File: src/verilog/highway_regs.svh
/*
 * Register offsets, field positions, reset values and timing counts of the
 * highway clock and slot-control block.
 * Assumes a 25 MHz system clock and a byte-addressed 32-bit Wishbone bus.
 */
`ifndef HIGHWAY_REGS_SVH
`define HIGHWAY_REGS_SVH

`define REG_CTRL_OFS 8'h00
`define REG_SLOT_OFS 8'h04
`define REG_TXDATA_OFS 8'h08
`define REG_STATUS_OFS 8'h0C

`define CTRL_GCI_MODE_BIT 0
`define CTRL_DOUBLE_CLK_BIT 1
`define CTRL_DSP_FROM_SHIFT_BIT 2
`define CTRL_PORT_B_BIT 3
`define CTRL_RESET 4'h0
`define SLOT_RESET 7'h00

`define STAT_FAST_BIT 0
`define STAT_FRAMED_BIT 1
`define STAT_EMPTY_BIT 2
`define STAT_FULL_BIT 3
`define STAT_PERIOD_LSB 8

`define SYS_CLK_KHZ 25000
`define GCI_MID_PERIOD_NS 366
`define GCI_FAST_CYCLES ((`GCI_MID_PERIOD_NS * `SYS_CLK_KHZ) / 1000000)

`define SYNC_RESET 7'h10
`define IDLE_BYTE 8'hFF

`endif

File: src/verilog/highway_pkg.sv
/*
 * Types shared by the highway block: mode control word, pin drive pair and
 * transmit state.
 * Assumes nothing of its surroundings.
 */
`default_nettype none

package highway_pkg;

    typedef struct packed {
        logic port_b;
        logic dsp_from_shift;
        logic double_clk;
        logic gci_mode;
    } mode_ctrl_t;

    typedef struct packed {
        logic out;
        logic oe;
    } pin_drive_t;

    typedef enum logic [0:0] {
        TX_IDLE = 1'b0,
        TX_SHIFT = 1'b1
    } tx_state_t;

endpackage

`default_nettype wire

File: src/verilog/highway_slot_ctrl.sv
/*
 * Highway clocking and slot control: samples the shift/data clock and frame
 * sync, detects the GCI clock rate, derives the bit tick, shifts buffered
 * bytes out in the assigned slot and drives the open-drain slot-control pins.
 * Assumes a classic Wishbone master on clk_i and pins from another domain.
 */
// Local design decisions: register access over Wishbone and the placing of the registers.
`default_nettype none

`include "highway_regs.svh"

// Contract
// Master shift clock is whole multiple of frame.
// Shift clock between 128/256 kHz and 8.192 MHz.
// Linear or signalling modes need doubled minimum.
// Master avoids 1.03 to 1.53 MHz band.
// Signal-processor clock selectable from shift clock.
// Double-clock option shifts one bit per two clocks.
// GCI clock 2.048 or 4.096 MHz, detected.
// Fast GCI clock still gives 2.048 Mbit/s.
// Low reset pin returns everything to default.
// Slot-control pins are open-drain, released otherwise.
// PCM mode pulls A or B while transmitting.
// GCI mode pulls A during selected slots.
// PCM frame sync marks time slot zero.
// GCI frame sync starts channel count at zero.
module highway_slot_ctrl
    import highway_pkg::*;
#(
    parameter int FIFO_DEPTH = 32
) (
    // Clock and reset
    input wire logic clk_i,
    input wire logic rst_i,
    // Wishbone slave
    input wire logic wb_cyc_i,
    input wire logic wb_stb_i,
    input wire logic wb_we_i,
    input wire logic [7:0] wb_adr_i,
    input wire logic [3:0] wb_sel_i,
    input wire logic [31:0] wb_dat_i,
    output logic [31:0] wb_dat_o,
    output logic wb_ack_o,
    // Highway pins in
    input wire logic shift_clk_i,
    input wire logic frame_sync_in_i,
    input wire logic gci_frame_sync_in_i,
    input wire logic master_clk_i,
    input wire logic reset_n_i,
    input wire logic gci_slot_select_hi_i,
    input wire logic gci_slot_select_lo_i,
    // Highway data out
    output logic tx_highway_port_a_o,
    output logic tx_highway_port_a_oe_o,
    output logic tx_highway_port_b_o,
    output logic tx_highway_port_b_oe_o,
    output logic gci_upstream_line_o,
    output logic gci_upstream_line_oe_o,
    // Open-drain slot control
    output logic slot_ctrl_out_a_o,
    output logic slot_ctrl_out_a_oe_o,
    output logic slot_ctrl_out_b_o,
    output logic slot_ctrl_out_b_oe_o,
    // Clock status
    output logic dsp_clk_tick_o,
    output logic gci_fast_clk_o
);

    localparam int NPIN = 7;
    // Idle levels of the pins, so no false edge follows reset
    localparam logic [NPIN-1:0] SYNC_INIT = `SYNC_RESET;

    // Synchronisers
    logic [NPIN-1:0] sync1_reg;
    logic [NPIN-1:0] sync2_reg;
    logic [NPIN-1:0] sync3_reg;
    wire logic [NPIN-1:0] pins_raw;

    // Control and status
    mode_ctrl_t ctrl_reg;
    logic [6:0] slot_reg;
    logic [7:0] period_reg;
    logic [7:0] per_cnt_reg;
    logic fast_reg;
    logic framed_reg;
    logic fs_prev_reg;
    logic div_reg;
    logic [9:0] bit_cnt_reg;
    logic [7:0] shreg_reg;
    tx_state_t state_reg;
    logic bit_reg;

    // Registered outputs
    logic [31:0] rdata_reg;
    logic ack_reg;
    pin_drive_t port_a_reg;
    pin_drive_t port_b_reg;
    pin_drive_t up_reg;
    pin_drive_t sc_a_reg;
    pin_drive_t sc_b_reg;
    logic dsp_tick_reg;

    // Decode
    wire logic srst;
    wire logic clk_rise;
    wire logic mclk_rise;
    wire logic fs_lvl;
    wire logic frame_start;
    wire logic half_rate;
    wire logic bit_tick;
    wire logic advance;
    wire logic [9:0] next_pos;
    wire logic win;
    wire logic load;
    wire logic bus_req;
    wire logic sel_ctrl;
    wire logic sel_slot;
    wire logic sel_txdata;
    wire logic sel_status;
    wire logic tx_push;
    wire logic ack_next;
    wire logic wr_en;
    wire logic [31:0] rdata_next;
    wire logic [31:0] status_word;
    wire logic fifo_in_ready;
    wire logic fifo_out_valid;
    wire logic [7:0] fifo_out_data;
    wire logic fifo_full;
    wire logic fifo_empty;

    // Bit position inside the frame's transmit window
    function automatic logic slot_window(input logic [9:0] pos, input logic gci,
                                         input logic [6:0] slot, input logic [1:0] chan);
        if (gci) begin
            // Channel of 32 bits, B1 and B2 are its first two bytes
            slot_window = (pos[9:8] == 2'b00) && (pos[7:5] == {1'b0, chan}) && !pos[4];
        end else begin
            slot_window = (pos[9:3] == slot);
        end
    endfunction

    function automatic logic is_addr(input logic [7:0] adr, input logic [7:0] ofs);
        is_addr = (adr[7:2] == ofs[7:2]);
    endfunction

    assign pins_raw = {gci_slot_select_lo_i, gci_slot_select_hi_i, reset_n_i, master_clk_i,
                       gci_frame_sync_in_i, frame_sync_in_i, shift_clk_i};

    // Two flops per pin before any logic reads it
    genvar gi;
    generate
        for (gi = 0; gi < NPIN; gi++) begin : g_sync
            always_ff @(posedge clk_i) begin
                if (rst_i) begin
                    sync1_reg[gi] <= SYNC_INIT[gi];
                    sync2_reg[gi] <= SYNC_INIT[gi];
                    sync3_reg[gi] <= SYNC_INIT[gi];
                end else begin
                    sync1_reg[gi] <= pins_raw[gi];
                    sync2_reg[gi] <= sync1_reg[gi];
                    sync3_reg[gi] <= sync2_reg[gi];
                end
            end
        end
    endgenerate

    assign srst = rst_i | ~sync2_reg[4];
    assign clk_rise = sync2_reg[0] & ~sync3_reg[0];
    assign mclk_rise = sync2_reg[3] & ~sync3_reg[3];
    assign fs_lvl = ctrl_reg.gci_mode ? sync2_reg[2] : sync2_reg[1];
    // Frame sync sampled on shift clock rising edges only
    assign frame_start = clk_rise & fs_lvl & ~fs_prev_reg;
    assign half_rate = ctrl_reg.gci_mode ? fast_reg : ctrl_reg.double_clk;
    assign bit_tick = clk_rise & (~half_rate | div_reg);
    assign advance = frame_start | (bit_tick & framed_reg);
    assign next_pos = frame_start ? 10'h000 : 10'(bit_cnt_reg + 10'h001);
    assign win = (framed_reg | frame_start) &
                 slot_window(next_pos, ctrl_reg.gci_mode, slot_reg,
                             {sync2_reg[5], sync2_reg[6]});
    assign load = advance & win & (next_pos[2:0] == 3'h0);

    // Clock-rate measurement, sys cycles between shift clock rising edges
    always_ff @(posedge clk_i) begin
        if (srst) begin
            per_cnt_reg <= 8'h00;
            period_reg <= 8'h00;
            fast_reg <= 1'b0;
        end else if (clk_rise) begin
            per_cnt_reg <= 8'h01;
            period_reg <= per_cnt_reg;
            // A stalled clock gives no rate reading; keep the last one
            if (ctrl_reg.gci_mode && (per_cnt_reg != 8'hFF)) begin
                fast_reg <= (per_cnt_reg <= 8'(`GCI_FAST_CYCLES));
            end
        end else if (per_cnt_reg != 8'hFF) begin
            per_cnt_reg <= 8'(per_cnt_reg + 8'h01);
        end
    end

    // Bit counting from frame sync
    always_ff @(posedge clk_i) begin
        if (srst) begin
            fs_prev_reg <= 1'b0;
            div_reg <= 1'b0;
            framed_reg <= 1'b0;
            bit_cnt_reg <= 10'h000;
        end else begin
            if (clk_rise) begin
                fs_prev_reg <= fs_lvl;
                div_reg <= frame_start ? 1'b0 : ~div_reg;
            end
            if (frame_start) begin
                framed_reg <= 1'b1;
            end
            if (advance) begin
                bit_cnt_reg <= next_pos;
            end
        end
    end

    // Serialiser; a byte is taken at its slot start, idle ones when empty
    always_ff @(posedge clk_i) begin
        if (srst) begin
            state_reg <= TX_IDLE;
            shreg_reg <= `IDLE_BYTE;
            bit_reg <= 1'b1;
        end else if (advance) begin
            if (load) begin
                state_reg <= TX_SHIFT;
                bit_reg <= fifo_out_valid ? fifo_out_data[7] : 1'b1;
                shreg_reg <= fifo_out_valid ? {fifo_out_data[6:0], 1'b1} : `IDLE_BYTE;
            end else if (win) begin
                state_reg <= TX_SHIFT;
                bit_reg <= shreg_reg[7];
                shreg_reg <= {shreg_reg[6:0], 1'b1};
            end else begin
                state_reg <= TX_IDLE;
                bit_reg <= 1'b1;
            end
        end
    end

    // Pin drivers; slot-control pins only ever pull low
    always_ff @(posedge clk_i) begin
        if (srst) begin
            port_a_reg <= '{out: 1'b1, oe: 1'b0};
            port_b_reg <= '{out: 1'b1, oe: 1'b0};
            up_reg <= '{out: 1'b1, oe: 1'b0};
            sc_a_reg <= '{out: 1'b0, oe: 1'b0};
            sc_b_reg <= '{out: 1'b0, oe: 1'b0};
        end else begin
            port_a_reg.out <= bit_reg;
            port_b_reg.out <= bit_reg;
            up_reg.out <= bit_reg;
            port_a_reg.oe <= (state_reg == TX_SHIFT) & ~ctrl_reg.gci_mode & ~ctrl_reg.port_b;
            port_b_reg.oe <= (state_reg == TX_SHIFT) & ~ctrl_reg.gci_mode & ctrl_reg.port_b;
            up_reg.oe <= (state_reg == TX_SHIFT) & ctrl_reg.gci_mode;
            sc_a_reg.oe <= (state_reg == TX_SHIFT) &
                           (ctrl_reg.gci_mode | ~ctrl_reg.port_b);
            sc_b_reg.oe <= (state_reg == TX_SHIFT) &
                           ~ctrl_reg.gci_mode & ctrl_reg.port_b;
        end
    end

    // Signal-processor clock tick from the chosen source, or from the shift clock in GCI mode
    always_ff @(posedge clk_i) begin
        if (srst) begin
            dsp_tick_reg <= 1'b0;
        end else begin
            dsp_tick_reg <= (ctrl_reg.dsp_from_shift | ctrl_reg.gci_mode) ?
                            clk_rise : mclk_rise;
        end
    end

    // Wishbone decode; a data write waits while the buffer is full
    assign bus_req = wb_cyc_i & wb_stb_i & ~ack_reg;
    assign sel_ctrl = is_addr(wb_adr_i, `REG_CTRL_OFS);
    assign sel_slot = is_addr(wb_adr_i, `REG_SLOT_OFS);
    assign sel_txdata = is_addr(wb_adr_i, `REG_TXDATA_OFS);
    assign sel_status = is_addr(wb_adr_i, `REG_STATUS_OFS);
    assign tx_push = bus_req & wb_we_i & sel_txdata & wb_sel_i[0];
    assign ack_next = bus_req & ~(tx_push & ~fifo_in_ready);
    assign wr_en = ack_next & wb_we_i & wb_sel_i[0];
    assign status_word = {16'h0000, period_reg, 4'h0, fifo_full, fifo_empty,
                          framed_reg, fast_reg};
    assign rdata_next = sel_ctrl ? {28'h000_0000, ctrl_reg} :
                        sel_slot ? {25'h000_0000, slot_reg} :
                        sel_status ? status_word : 32'h0000_0000;

    always_ff @(posedge clk_i) begin
        if (srst) begin
            ack_reg <= 1'b0;
            rdata_reg <= 32'h0000_0000;
            ctrl_reg <= `CTRL_RESET;
            slot_reg <= `SLOT_RESET;
        end else begin
            ack_reg <= ack_next;
            rdata_reg <= (ack_next & ~wb_we_i) ? rdata_next : 32'h0000_0000;
            if (wr_en & sel_ctrl) begin
                ctrl_reg <= wb_dat_i[3:0];
            end
            if (wr_en & sel_slot) begin
                slot_reg <= wb_dat_i[6:0];
            end
        end
    end

    tx_word_fifo #(
        .WIDTH(8),
        .DEPTH(FIFO_DEPTH)
    ) u_fifo (
        .clk_i(clk_i),
        .rst_i(srst),
        .in_valid_i(tx_push),
        .in_ready_o(fifo_in_ready),
        .in_data_i(wb_dat_i[7:0]),
        .out_valid_o(fifo_out_valid),
        .out_ready_i(load),
        .out_data_o(fifo_out_data),
        .full_o(fifo_full),
        .empty_o(fifo_empty)
    );

    assign wb_dat_o = rdata_reg;
    assign wb_ack_o = ack_reg;
    assign tx_highway_port_a_o = port_a_reg.out;
    assign tx_highway_port_a_oe_o = port_a_reg.oe;
    assign tx_highway_port_b_o = port_b_reg.out;
    assign tx_highway_port_b_oe_o = port_b_reg.oe;
    assign gci_upstream_line_o = up_reg.out;
    assign gci_upstream_line_oe_o = up_reg.oe;
    assign slot_ctrl_out_a_o = sc_a_reg.out;
    assign slot_ctrl_out_a_oe_o = sc_a_reg.oe;
    assign slot_ctrl_out_b_o = sc_b_reg.out;
    assign slot_ctrl_out_b_oe_o = sc_b_reg.oe;
    assign dsp_clk_tick_o = dsp_tick_reg;
    assign gci_fast_clk_o = fast_reg;

endmodule

`default_nettype wire

File: src/verilog/tx_word_fifo.sv
/*
 * Flip-flop FIFO with valid/ready on both sides, width and depth as
 * parameters.
 * Assumes one clock and a synchronous active-high reset; depth a power of two.
 */
`default_nettype none

module tx_word_fifo #(
    parameter int WIDTH = 8,
    parameter int DEPTH = 32
) (
    // Clock and reset
    input wire logic clk_i,
    input wire logic rst_i,
    // Fill side
    input wire logic in_valid_i,
    output logic in_ready_o,
    input wire logic [WIDTH-1:0] in_data_i,
    // Drain side
    output logic out_valid_o,
    input wire logic out_ready_i,
    output logic [WIDTH-1:0] out_data_o,
    // Level flags
    output logic full_o,
    output logic empty_o
);

    localparam int AW = $clog2(DEPTH);

    logic [WIDTH-1:0] mem_reg [DEPTH];
    logic [AW-1:0] wr_ptr_reg;
    logic [AW-1:0] rd_ptr_reg;
    logic [AW:0] count_reg;
    wire logic push;
    wire logic pop;

    assign full_o = (count_reg == (AW+1)'(DEPTH));
    assign empty_o = (count_reg == '0);
    assign in_ready_o = ~full_o;
    assign out_valid_o = ~empty_o;
    assign out_data_o = mem_reg[rd_ptr_reg];
    assign push = in_valid_i & ~full_o;
    assign pop = out_ready_i & ~empty_o;

    always_ff @(posedge clk_i) begin
        if (push) begin
            mem_reg[wr_ptr_reg] <= in_data_i;
        end
    end

    always_ff @(posedge clk_i) begin
        if (rst_i) begin
            wr_ptr_reg <= '0;
            rd_ptr_reg <= '0;
            count_reg <= '0;
        end else begin
            wr_ptr_reg <= push ? AW'(wr_ptr_reg + 1'b1) : wr_ptr_reg;
            rd_ptr_reg <= pop ? AW'(rd_ptr_reg + 1'b1) : rd_ptr_reg;
            count_reg <= (AW+1)'(count_reg + {{AW{1'b0}}, push} - {{AW{1'b0}}, pop});
        end
    end

endmodule

`default_nettype wire
File: config.mk
export PLATFORM = sky130hd
export DESIGN_NAME = highway_slot_ctrl
export DESIGN_NICKNAME = d
export VERILOG_FILES = /design/src/verilog/highway_pkg.sv /design/src/verilog/highway_slot_ctrl.sv /design/src/verilog/tx_word_fifo.sv
export VERILOG_INCLUDE_DIRS = /design/src /design/src/verilog
export SDC_FILE = /design/constraint.sdc
export NUM_CORES = 1
export LEC_CHECK = 0
export ABC_AREA = 1
export BUFFER_PORTS_ARGS = -buffer_cell sky130_fd_sc_hd__buf_4
export CAP_MARGIN = 20
export CORE_MARGIN = 10
export CORE_UTILIZATION = 30
export DETAILED_ROUTE_END_ITERATION = 7
export GPL_TIMING_DRIVEN = 0
export PLACE_DENSITY_LB_ADDON = 0.08
export SLEW_MARGIN = 20
export SYNTH_ARGS = -nofsm -noshare
export SYNTH_HDL_FRONTEND = slang
export SYNTH_SLANG_ARGS = --single-unit
File: constraint.sdc
create_clock -name clk_i -period 4.7 [get_ports clk_i]
set_clock_uncertainty 0.15 [all_clocks]
set_input_delay 0.47 -clock clk_i [delete_from_list [all_inputs] [get_ports clk_i]]
set_output_delay 0.47 -clock clk_i [all_outputs]
set_load 0.02 [all_outputs]
### Yosys cells after proc, flatten, opt, wreduce, memory -nomap -nowiden

Memory sizes are Yosys's and may differ from the RTL's. A register that Yosys moved wholly into a read port is not among the register bits.
Index checks and enable logic that the tools add are counted.

| word-level totals | value |
|---|---|
| flip-flop bits (word level) | 105 |
| RAM bits | 256 |
| output and inout port bits | 45 |
| logic and storage cells | 148 |
| memories kept | 1 |

Memory list:

| name | words | bits a word | read ports | clocked after Yosys merged registers in | write ports | line | text |
|---|---|---|---|---|---|---|---|
| u_fifo.mem_reg | 32 | 8 | 1 | 1 | 1 | tx_word_fifo.sv:30 | `logic [WIDTH-1:0] mem_reg [DEPTH];` |

| cells by class | value |
|---|---|
| add/sub/neg operators | 6 |
| magnitude comparators | 1 |
| equality and inequality tests | 7 |
| muxes and demuxes | 23 |
| bitwise logic cells | 49 |
| reductions and logical operators | 16 |

Operator list:

| kind | number |
|---|---|
| 1-bit AND | 28 |
| 8-bit two-way mux | 3 |
| 1-bit NOT | 15 |
| 1-bit two-way mux | 14 |
| 6-bit by 2-bit equality test with 1-bit output, second input constant | 2 |
| 6-bit logical NOT | 2 |
| 10-bit by 1-bit adder with 10-bit output, second input constant | 1 |
| 5-bit by 1-bit adder with 5-bit output, second input constant | 2 |
| 10-bit two-way mux | 1 |
| 5-bit two-way mux | 2 |
| 8-bit by 1-bit adder with 8-bit output, second input constant | 1 |
| 8-bit by 4-bit <= comparator with 1-bit output, second input constant | 1 |
| 4-bit two-way mux | 2 |
| 8-bit inequality test, second input constant | 1 |
| 7-bit equality test | 1 |
| 7-bit two-way mux | 1 |
| 6-bit by 1-bit adder with 6-bit output | 1 |
| 6-bit by 1-bit equality test with 1-bit output, second input constant | 1 |
| 6-bit equality test, second input constant | 1 |
| 1-bit OR | 6 |
| 6-bit by 1-bit subtractor with 6-bit output | 1 |
| 5-bit OR reduction | 1 |
| 2-bit AND reduction | 2 |
| 2-bit nonzero test | 2 |
| other kinds (7) | 10 |

### Logic depth before layout (Yosys ltp)

| logic depth | value |
|---|---|
| word-level depth | 15 |
| gate-level depth with buffers | 29 |
| gate-level depth less buffers | 29 |

### By module

A second synthesis with hierarchy kept.

| unflattened totals | value |
|---|---|
| cells, all modules | 1,525 |
| area, all modules | 15,362.2 um^2 |

Modules (own cells, without submodules):

| module | times used | cells an instance | area an instance (um^2) |
|---|---|---|---|
| tx_word_fifo | 1 | 1,034 | 11,613.6 |
| highway_slot_ctrl | 1 | 491 | 3,748.6 |

### Least setup slack after synthesis

OpenSTA, ideal clock, no wires.

| timing path | value |
|---|---|
| kind | reg-to-reg |
| start | register bit_cnt_reg[0] |
| end | register u_fifo.count_reg[4] |
| setup time | 119 ps |
| data arrival time | 3,108 ps |
| data required time | 4,431 ps |
| setup slack | 1,322 ps |
| cell stages (with the launch flop) | 25 |
| buffers on the path | 0 |
| cells stage by stage | dfxtp_1 ha_1 nand2_1 nor2_1 nand3_1 nand3_1 nand2_1 nor2_1 nand3_1 a21oi_2 nand2_2 nor2_4 nand3_2 inv_1 ha_1 inv_1 ha_1 inv_1 fa_1 nor2_1 nor2_1 nor2_1 nor2_1 o21ai_0 a21oi_1 |

| between the ends | value |
|---|---|
| cells in the longest elaborated chain, start to end | 11 |

RTL lines:

| element | line | text |
|---|---|---|
| start: declaration | highway_slot_ctrl.sv:88 | `logic [9:0] bit_cnt_reg;` |
| start signal: assignment | highway_slot_ctrl.sv:216 | `bit_cnt_reg <= next_pos;` |
| 10-bit by 1-bit adder with 10-bit output (*) | highway_slot_ctrl.sv:176 | `assign next_pos = frame_start ? 10'h000 : 10'(bit_cnt_reg + 10'h001);` |
| 10-bit two-way mux (*) | highway_slot_ctrl.sv:176 |  |
| 3-bit by 2-bit equality test with 1-bit output / 2-bit logical NOT (equally long branches) | highway_slot_ctrl.sv:136 | `slot_window = (pos[9:8] == 2'b00) && (pos[7:5] == {1'b0, chan}) && !pos[4];` |
| 1-bit logical AND (2 in a row) | highway_slot_ctrl.sv:136 |  |
| 1-bit two-way mux | highway_slot_ctrl.sv:134 | `if (gci) begin` |
| 1-bit AND | highway_slot_ctrl.sv:177 | `assign win = (framed_reg \| frame_start) &` |
| 1-bit AND | highway_slot_ctrl.sv:180 | `assign load = advance & win & (next_pos[2:0] == 3'h0);` |
| 1-bit AND (*) | highway_slot_ctrl.sv:180 |  |
| 1-bit AND (*) | tx_word_fifo.sv:43 | `assign pop = out_ready_i & ~empty_o;` |
| via u_fifo.pop | tx_word_fifo.sv:35 | `wire logic pop;` |
| 6-bit by 1-bit subtractor with 6-bit output (*) | tx_word_fifo.sv:59 | `count_reg <= (AW+1)'(count_reg + {{AW{1'b0}}, push} - {{AW{1'b0}}, pop});` |
| end signal: assignment | tx_word_fifo.sv:59 |  |
| end: declaration | tx_word_fifo.sv:33 | `logic [AW:0] count_reg;` |

The timed path passes the listed nets; every way through them passes the cells marked *.
A chain may end at the register's enable or synchronous reset.

### Worst setup path in the final report

| timing path | value |
|---|---|
| start | register ctrl_reg[0] (netlist name) |
| end | register u_fifo.count_reg[4] |

| between the ends | value |
|---|---|
| cells in the longest elaborated chain, start to end | 13 |

RTL lines:

| element | line | text |
|---|---|---|
| start: declaration | highway_slot_ctrl.sv:80 | `mode_ctrl_t ctrl_reg;` |
| start signal: assignment | highway_slot_ctrl.sv:294 | `` ctrl_reg <= `CTRL_RESET; `` |
| start signal: assignment | highway_slot_ctrl.sv:300 | `ctrl_reg <= wb_dat_i[3:0];` |
| 1-bit two-way mux | highway_slot_ctrl.sv:170 | `assign fs_lvl = ctrl_reg.gci_mode ? sync2_reg[2] : sync2_reg[1];` |
| 1-bit AND (2 in a row) | highway_slot_ctrl.sv:172 | `assign frame_start = clk_rise & fs_lvl & ~fs_prev_reg;` |
| 10-bit two-way mux | highway_slot_ctrl.sv:176 |  |
| 3-bit by 2-bit equality test with 1-bit output / 2-bit logical NOT (equally long branches) | highway_slot_ctrl.sv:136 |  |
| 1-bit logical AND (2 in a row) | highway_slot_ctrl.sv:136 |  |
| 1-bit two-way mux | highway_slot_ctrl.sv:134 |  |
| 1-bit AND | highway_slot_ctrl.sv:177 |  |
| 1-bit AND | highway_slot_ctrl.sv:180 |  |
| 1-bit AND (*) | highway_slot_ctrl.sv:180 |  |
| 1-bit AND (*) | tx_word_fifo.sv:43 |  |
| via u_fifo.pop | tx_word_fifo.sv:35 |  |
| 6-bit by 1-bit subtractor with 6-bit output (*) | tx_word_fifo.sv:59 |  |

Marks and branches as above.

==> run metrics <==
post-CTS sizing=0; commonest non-fill, non-tap cells in the layout=256 x edfxtp_1, 229 x nor2_1, 193 x o21ai_0; hold path startpoint=wb_sel_i[0]; largest net degree at the start of global routing=35; CP most frequent cell=nor2_1; Die Width=~240 um; global placement routability congestion=0.8447; latest clock arrival within the worst-skew pair=about 0.56 ns; fill count=between 4000 and 5000; Max Cap Viol=0; YS warnings=0; min Tclk post-route=just over 4 ns; Sequential Area=a little under 0.01 sq mm; wire per inst=20.48 um; unrepaired setup endpoints after global routing=no; post-route setup TNS=0 ns; Layout area overhead=19.15%; hpwl dp=roughly 30000 um; pre-CTS setup slack=~0.53 ns; area of the multi-input gates=~0.0043 sq mm; layout cell share with drive strength beyond 1=0.1077; drc violations=0; Mapped Area=around 0.015 sq mm; core box area=0.04895 sq mm; Rel. slew slack=0.3085; setup violators final=0; commonest non-fill, non-tap cell in the layout=edfxtp_1; Logic pwr share=0.022; Root Driver=clkbuf_16; Tcrit/Tclk final=0.8764; Final Hold Viols=0; fin. max-slew vios=0; first-pass GRT wire length=a little under 70000 um; Critical Path End Type=register; Reg2Reg Setup Slack=0.58 ns; CTS tree=done; Crit Reg-Reg Endpoint=u_fifo.count_reg[4]; Initial Util=0.3040; CTS Buffer Depth=3; Pint=between 5 and 6 mW; asr flop ratio synth=0; clock-pin transition on the worst setup and hold timing paths=approximately 0.060 ns; startpoint type of the worst setup path=register; post-route ant nets=0; actual slew at the worst max-slew pin=just over 1 ns; post-synthesis sequential area ratio=0.6632; final wirelength=~45000 um; Synth Register Bits=around 370; maximum VDD drop=204.3 uV; GRT overflow=0; Setup WS post-layout=between 0.5 and 0.6 ns; number of CTS-inserted buffers=43; R2R cell count=25; crit path DAT=4.42 ns; pwr dens=a little under 400 mW/mm^2; Nets=about 1600; DRT Pass-1 Iters=5; fmax=between 200 and 250 MHz; hold path depth=4; total number of vias=between 10000 and 15000; Die Area=around 0.059 sq mm; vias in the first global route=10640; CP required=approximately 5 ns; maximum fanout along the worst path=10; # diodes=0; worst r2r src=ctrl_reg[0]; Clock H-tree levels=2; hold endpoint=wb_ack_o; ys flop type=edfxtp_1; Mapped Cells=1384; max reg flops=between 200 and 300; chip height=around 240 um; sw power=around 1.4 mW; number of synthesized flops with an enable pin=between 200 and 300; slowest CP cell=fa_1; Yosys cell types=45; crit-path leading delay family=simple AND/OR/NAND/NOR gates; initial antenna violation count=0; Sw Share=0.2029; clock sink total=roughly 370; site row count=81; Hold Crit Class=in2reg; worst path buffer plus inverter count=5; Leak=6.163 nW; Clk pwr share=0.487; outcome=finished clean; I/O Buffers=between 50 and 60; Setup Buffers After CTS=0; GRT Total Usage=0.1521; synthesized area per cell=between 10 and 15 sq um; drt first-iter violations=around 710; CP max stage delay=roughly 0.43 ns; Avg Vias per Cell=approximately 4.8; Setup CP Type=reg2reg; Reg power frac=0.491; Ports=101
final cells by class:
| cell class | count | share of cell area |
|---|---|---|
| Sequential cell | 365 | 0.5567 |
| Multi-Input combinational cell | 847 | 0.2409 |
| Clock buffer | 70 | 0.07572 |
| Tap cell | 664 | 0.04686 |
| Timing Repair Buffer | 61 | 0.02682 |
| Buffer | 88 | 0.02477 |
| Inverter | 102 | 0.02159 |
| Clock inverter | 9 | 0.006634 |
worst max-delay path by stage:
stage | start | to | slack, ns | cells past startpoint
after global routing | ctrl_reg[0] | u_fifo.count_reg[4] | 0.16 | 28
after floorplan | bit_cnt_reg[0] | u_fifo.count_reg[4] | 1.32 | 24
after CTS | ctrl_reg[0] | u_fifo.count_reg[4] | 0.51 | 28
after global placement | wb_adr_i[5] | u_fifo.mem_reg[7][1] | 0.54 | 10
final | ctrl_reg[0] | u_fifo.count_reg[4] | 0.58 | 25
after detailed placement | ctrl_reg[0] | u_fifo.count_reg[4] | 0.53 | 28
Yosys cell counts (all sizes together) (2+ instances only):
library cell	number	area, sq um
o221ai	28	245.2
clkbuf	61	229.0
nor4	4	25.02
ha	18	225.2
nand3	46	280.3
dfxtp	109	2182
a21oi	65	329.1
buf	27	210.2
o21ai	199	996.0
nand4	9	56.30
a22o	7	61.31
xnor2	2	17.52
or2	5	31.28
inv	101	379.1
nor3	12	60.06
nand2	136	518.0
nor2	232	888.4
o22ai	44	275.3
o21bai	2	15.01
a31oi	5	31.28
edfxtp	256	7687
xor2	5	43.79
power groups by stage:
stage	Clock, mW	Combinational, mW	Sequential (mW)
6_report	3.42	0.155	3.45
5_1_grt	3.65	0.173	3.45
4_1_cts	3.52	0.158	3.45
3_5_place_dp	0	0.153	3.52
3_3_place_gp	0	0.154	3.52
2_1_floorplan	0	0.0695	3.52
what timing repair did:
item / 4_1_cts / 5_1_grt
setup endpoints to repair: 0 / 0
hold buffers: 7 / 0
hold endpoints to repair: 7 / 0
metal layers:
layer,vias up,global-route usage,wire length [um]
li1,5095,-,-
met1,5079,0.2042,21030
met2,256,0.2380,20380
met3,79,0.03481,2585
met4,0,0.05054,1184
met5,-,0,0
through the flow:
step           area (sq um)  power (mW)    util  cells  hold slack, ns
2_1_floorplan         14950       3.589       -   1402          0.2383
3_3_place_gp          16160       3.673  0.3302   2117          0.2436
3_5_place_dp          16200       3.673  0.3309   2120          0.2425
4_1_cts               17730       7.133  0.3622   2206         0.06452
5_1_grt               17730       7.275  0.3622   2206          0.1193
6_report              17730       7.029  0.3622   2206          0.1027
worst reg2reg max path, stage by stage, from the launching register on:
cell and delay [ns]:
dfxtp_1 0.41, inv_2 0.21, nand2_2 0.07, nand2_2 0.09, nand3_4 0.10, buf_12 0.18, nand3_1 0.14, nand2_1 0.10
nor2_1 0.13, nand3_1 0.15, a21oi_2 0.21, nand2_2 0.09, nor2_4 0.23, nand3_2 0.14, inv_1 0.15, ha_1 0.24
inv_1 0.05, ha_1 0.17, inv_1 0.06, fa_1 0.43, nor2_1 0.12, nor2_1 0.05, nor2_1 0.08, nor2_1 0.05
o21ai_0 0.14, a21oi_1 0.05
logic make-up after synthesis:
kind of cell               count (synthesis)  share of synthesized area
adders and majority gates                 19                    0.01648
other                                      1                  0.0002520
DFF                                      365                     0.6632
AOI/OAI and AO/OA                        356                     0.1347
xor gates and xnor gates                   7                   0.004120
and+or+nand+nor                          446                     0.1260
buffers and inverters                    190                    0.05524
(Power assumes the default switching activity.)
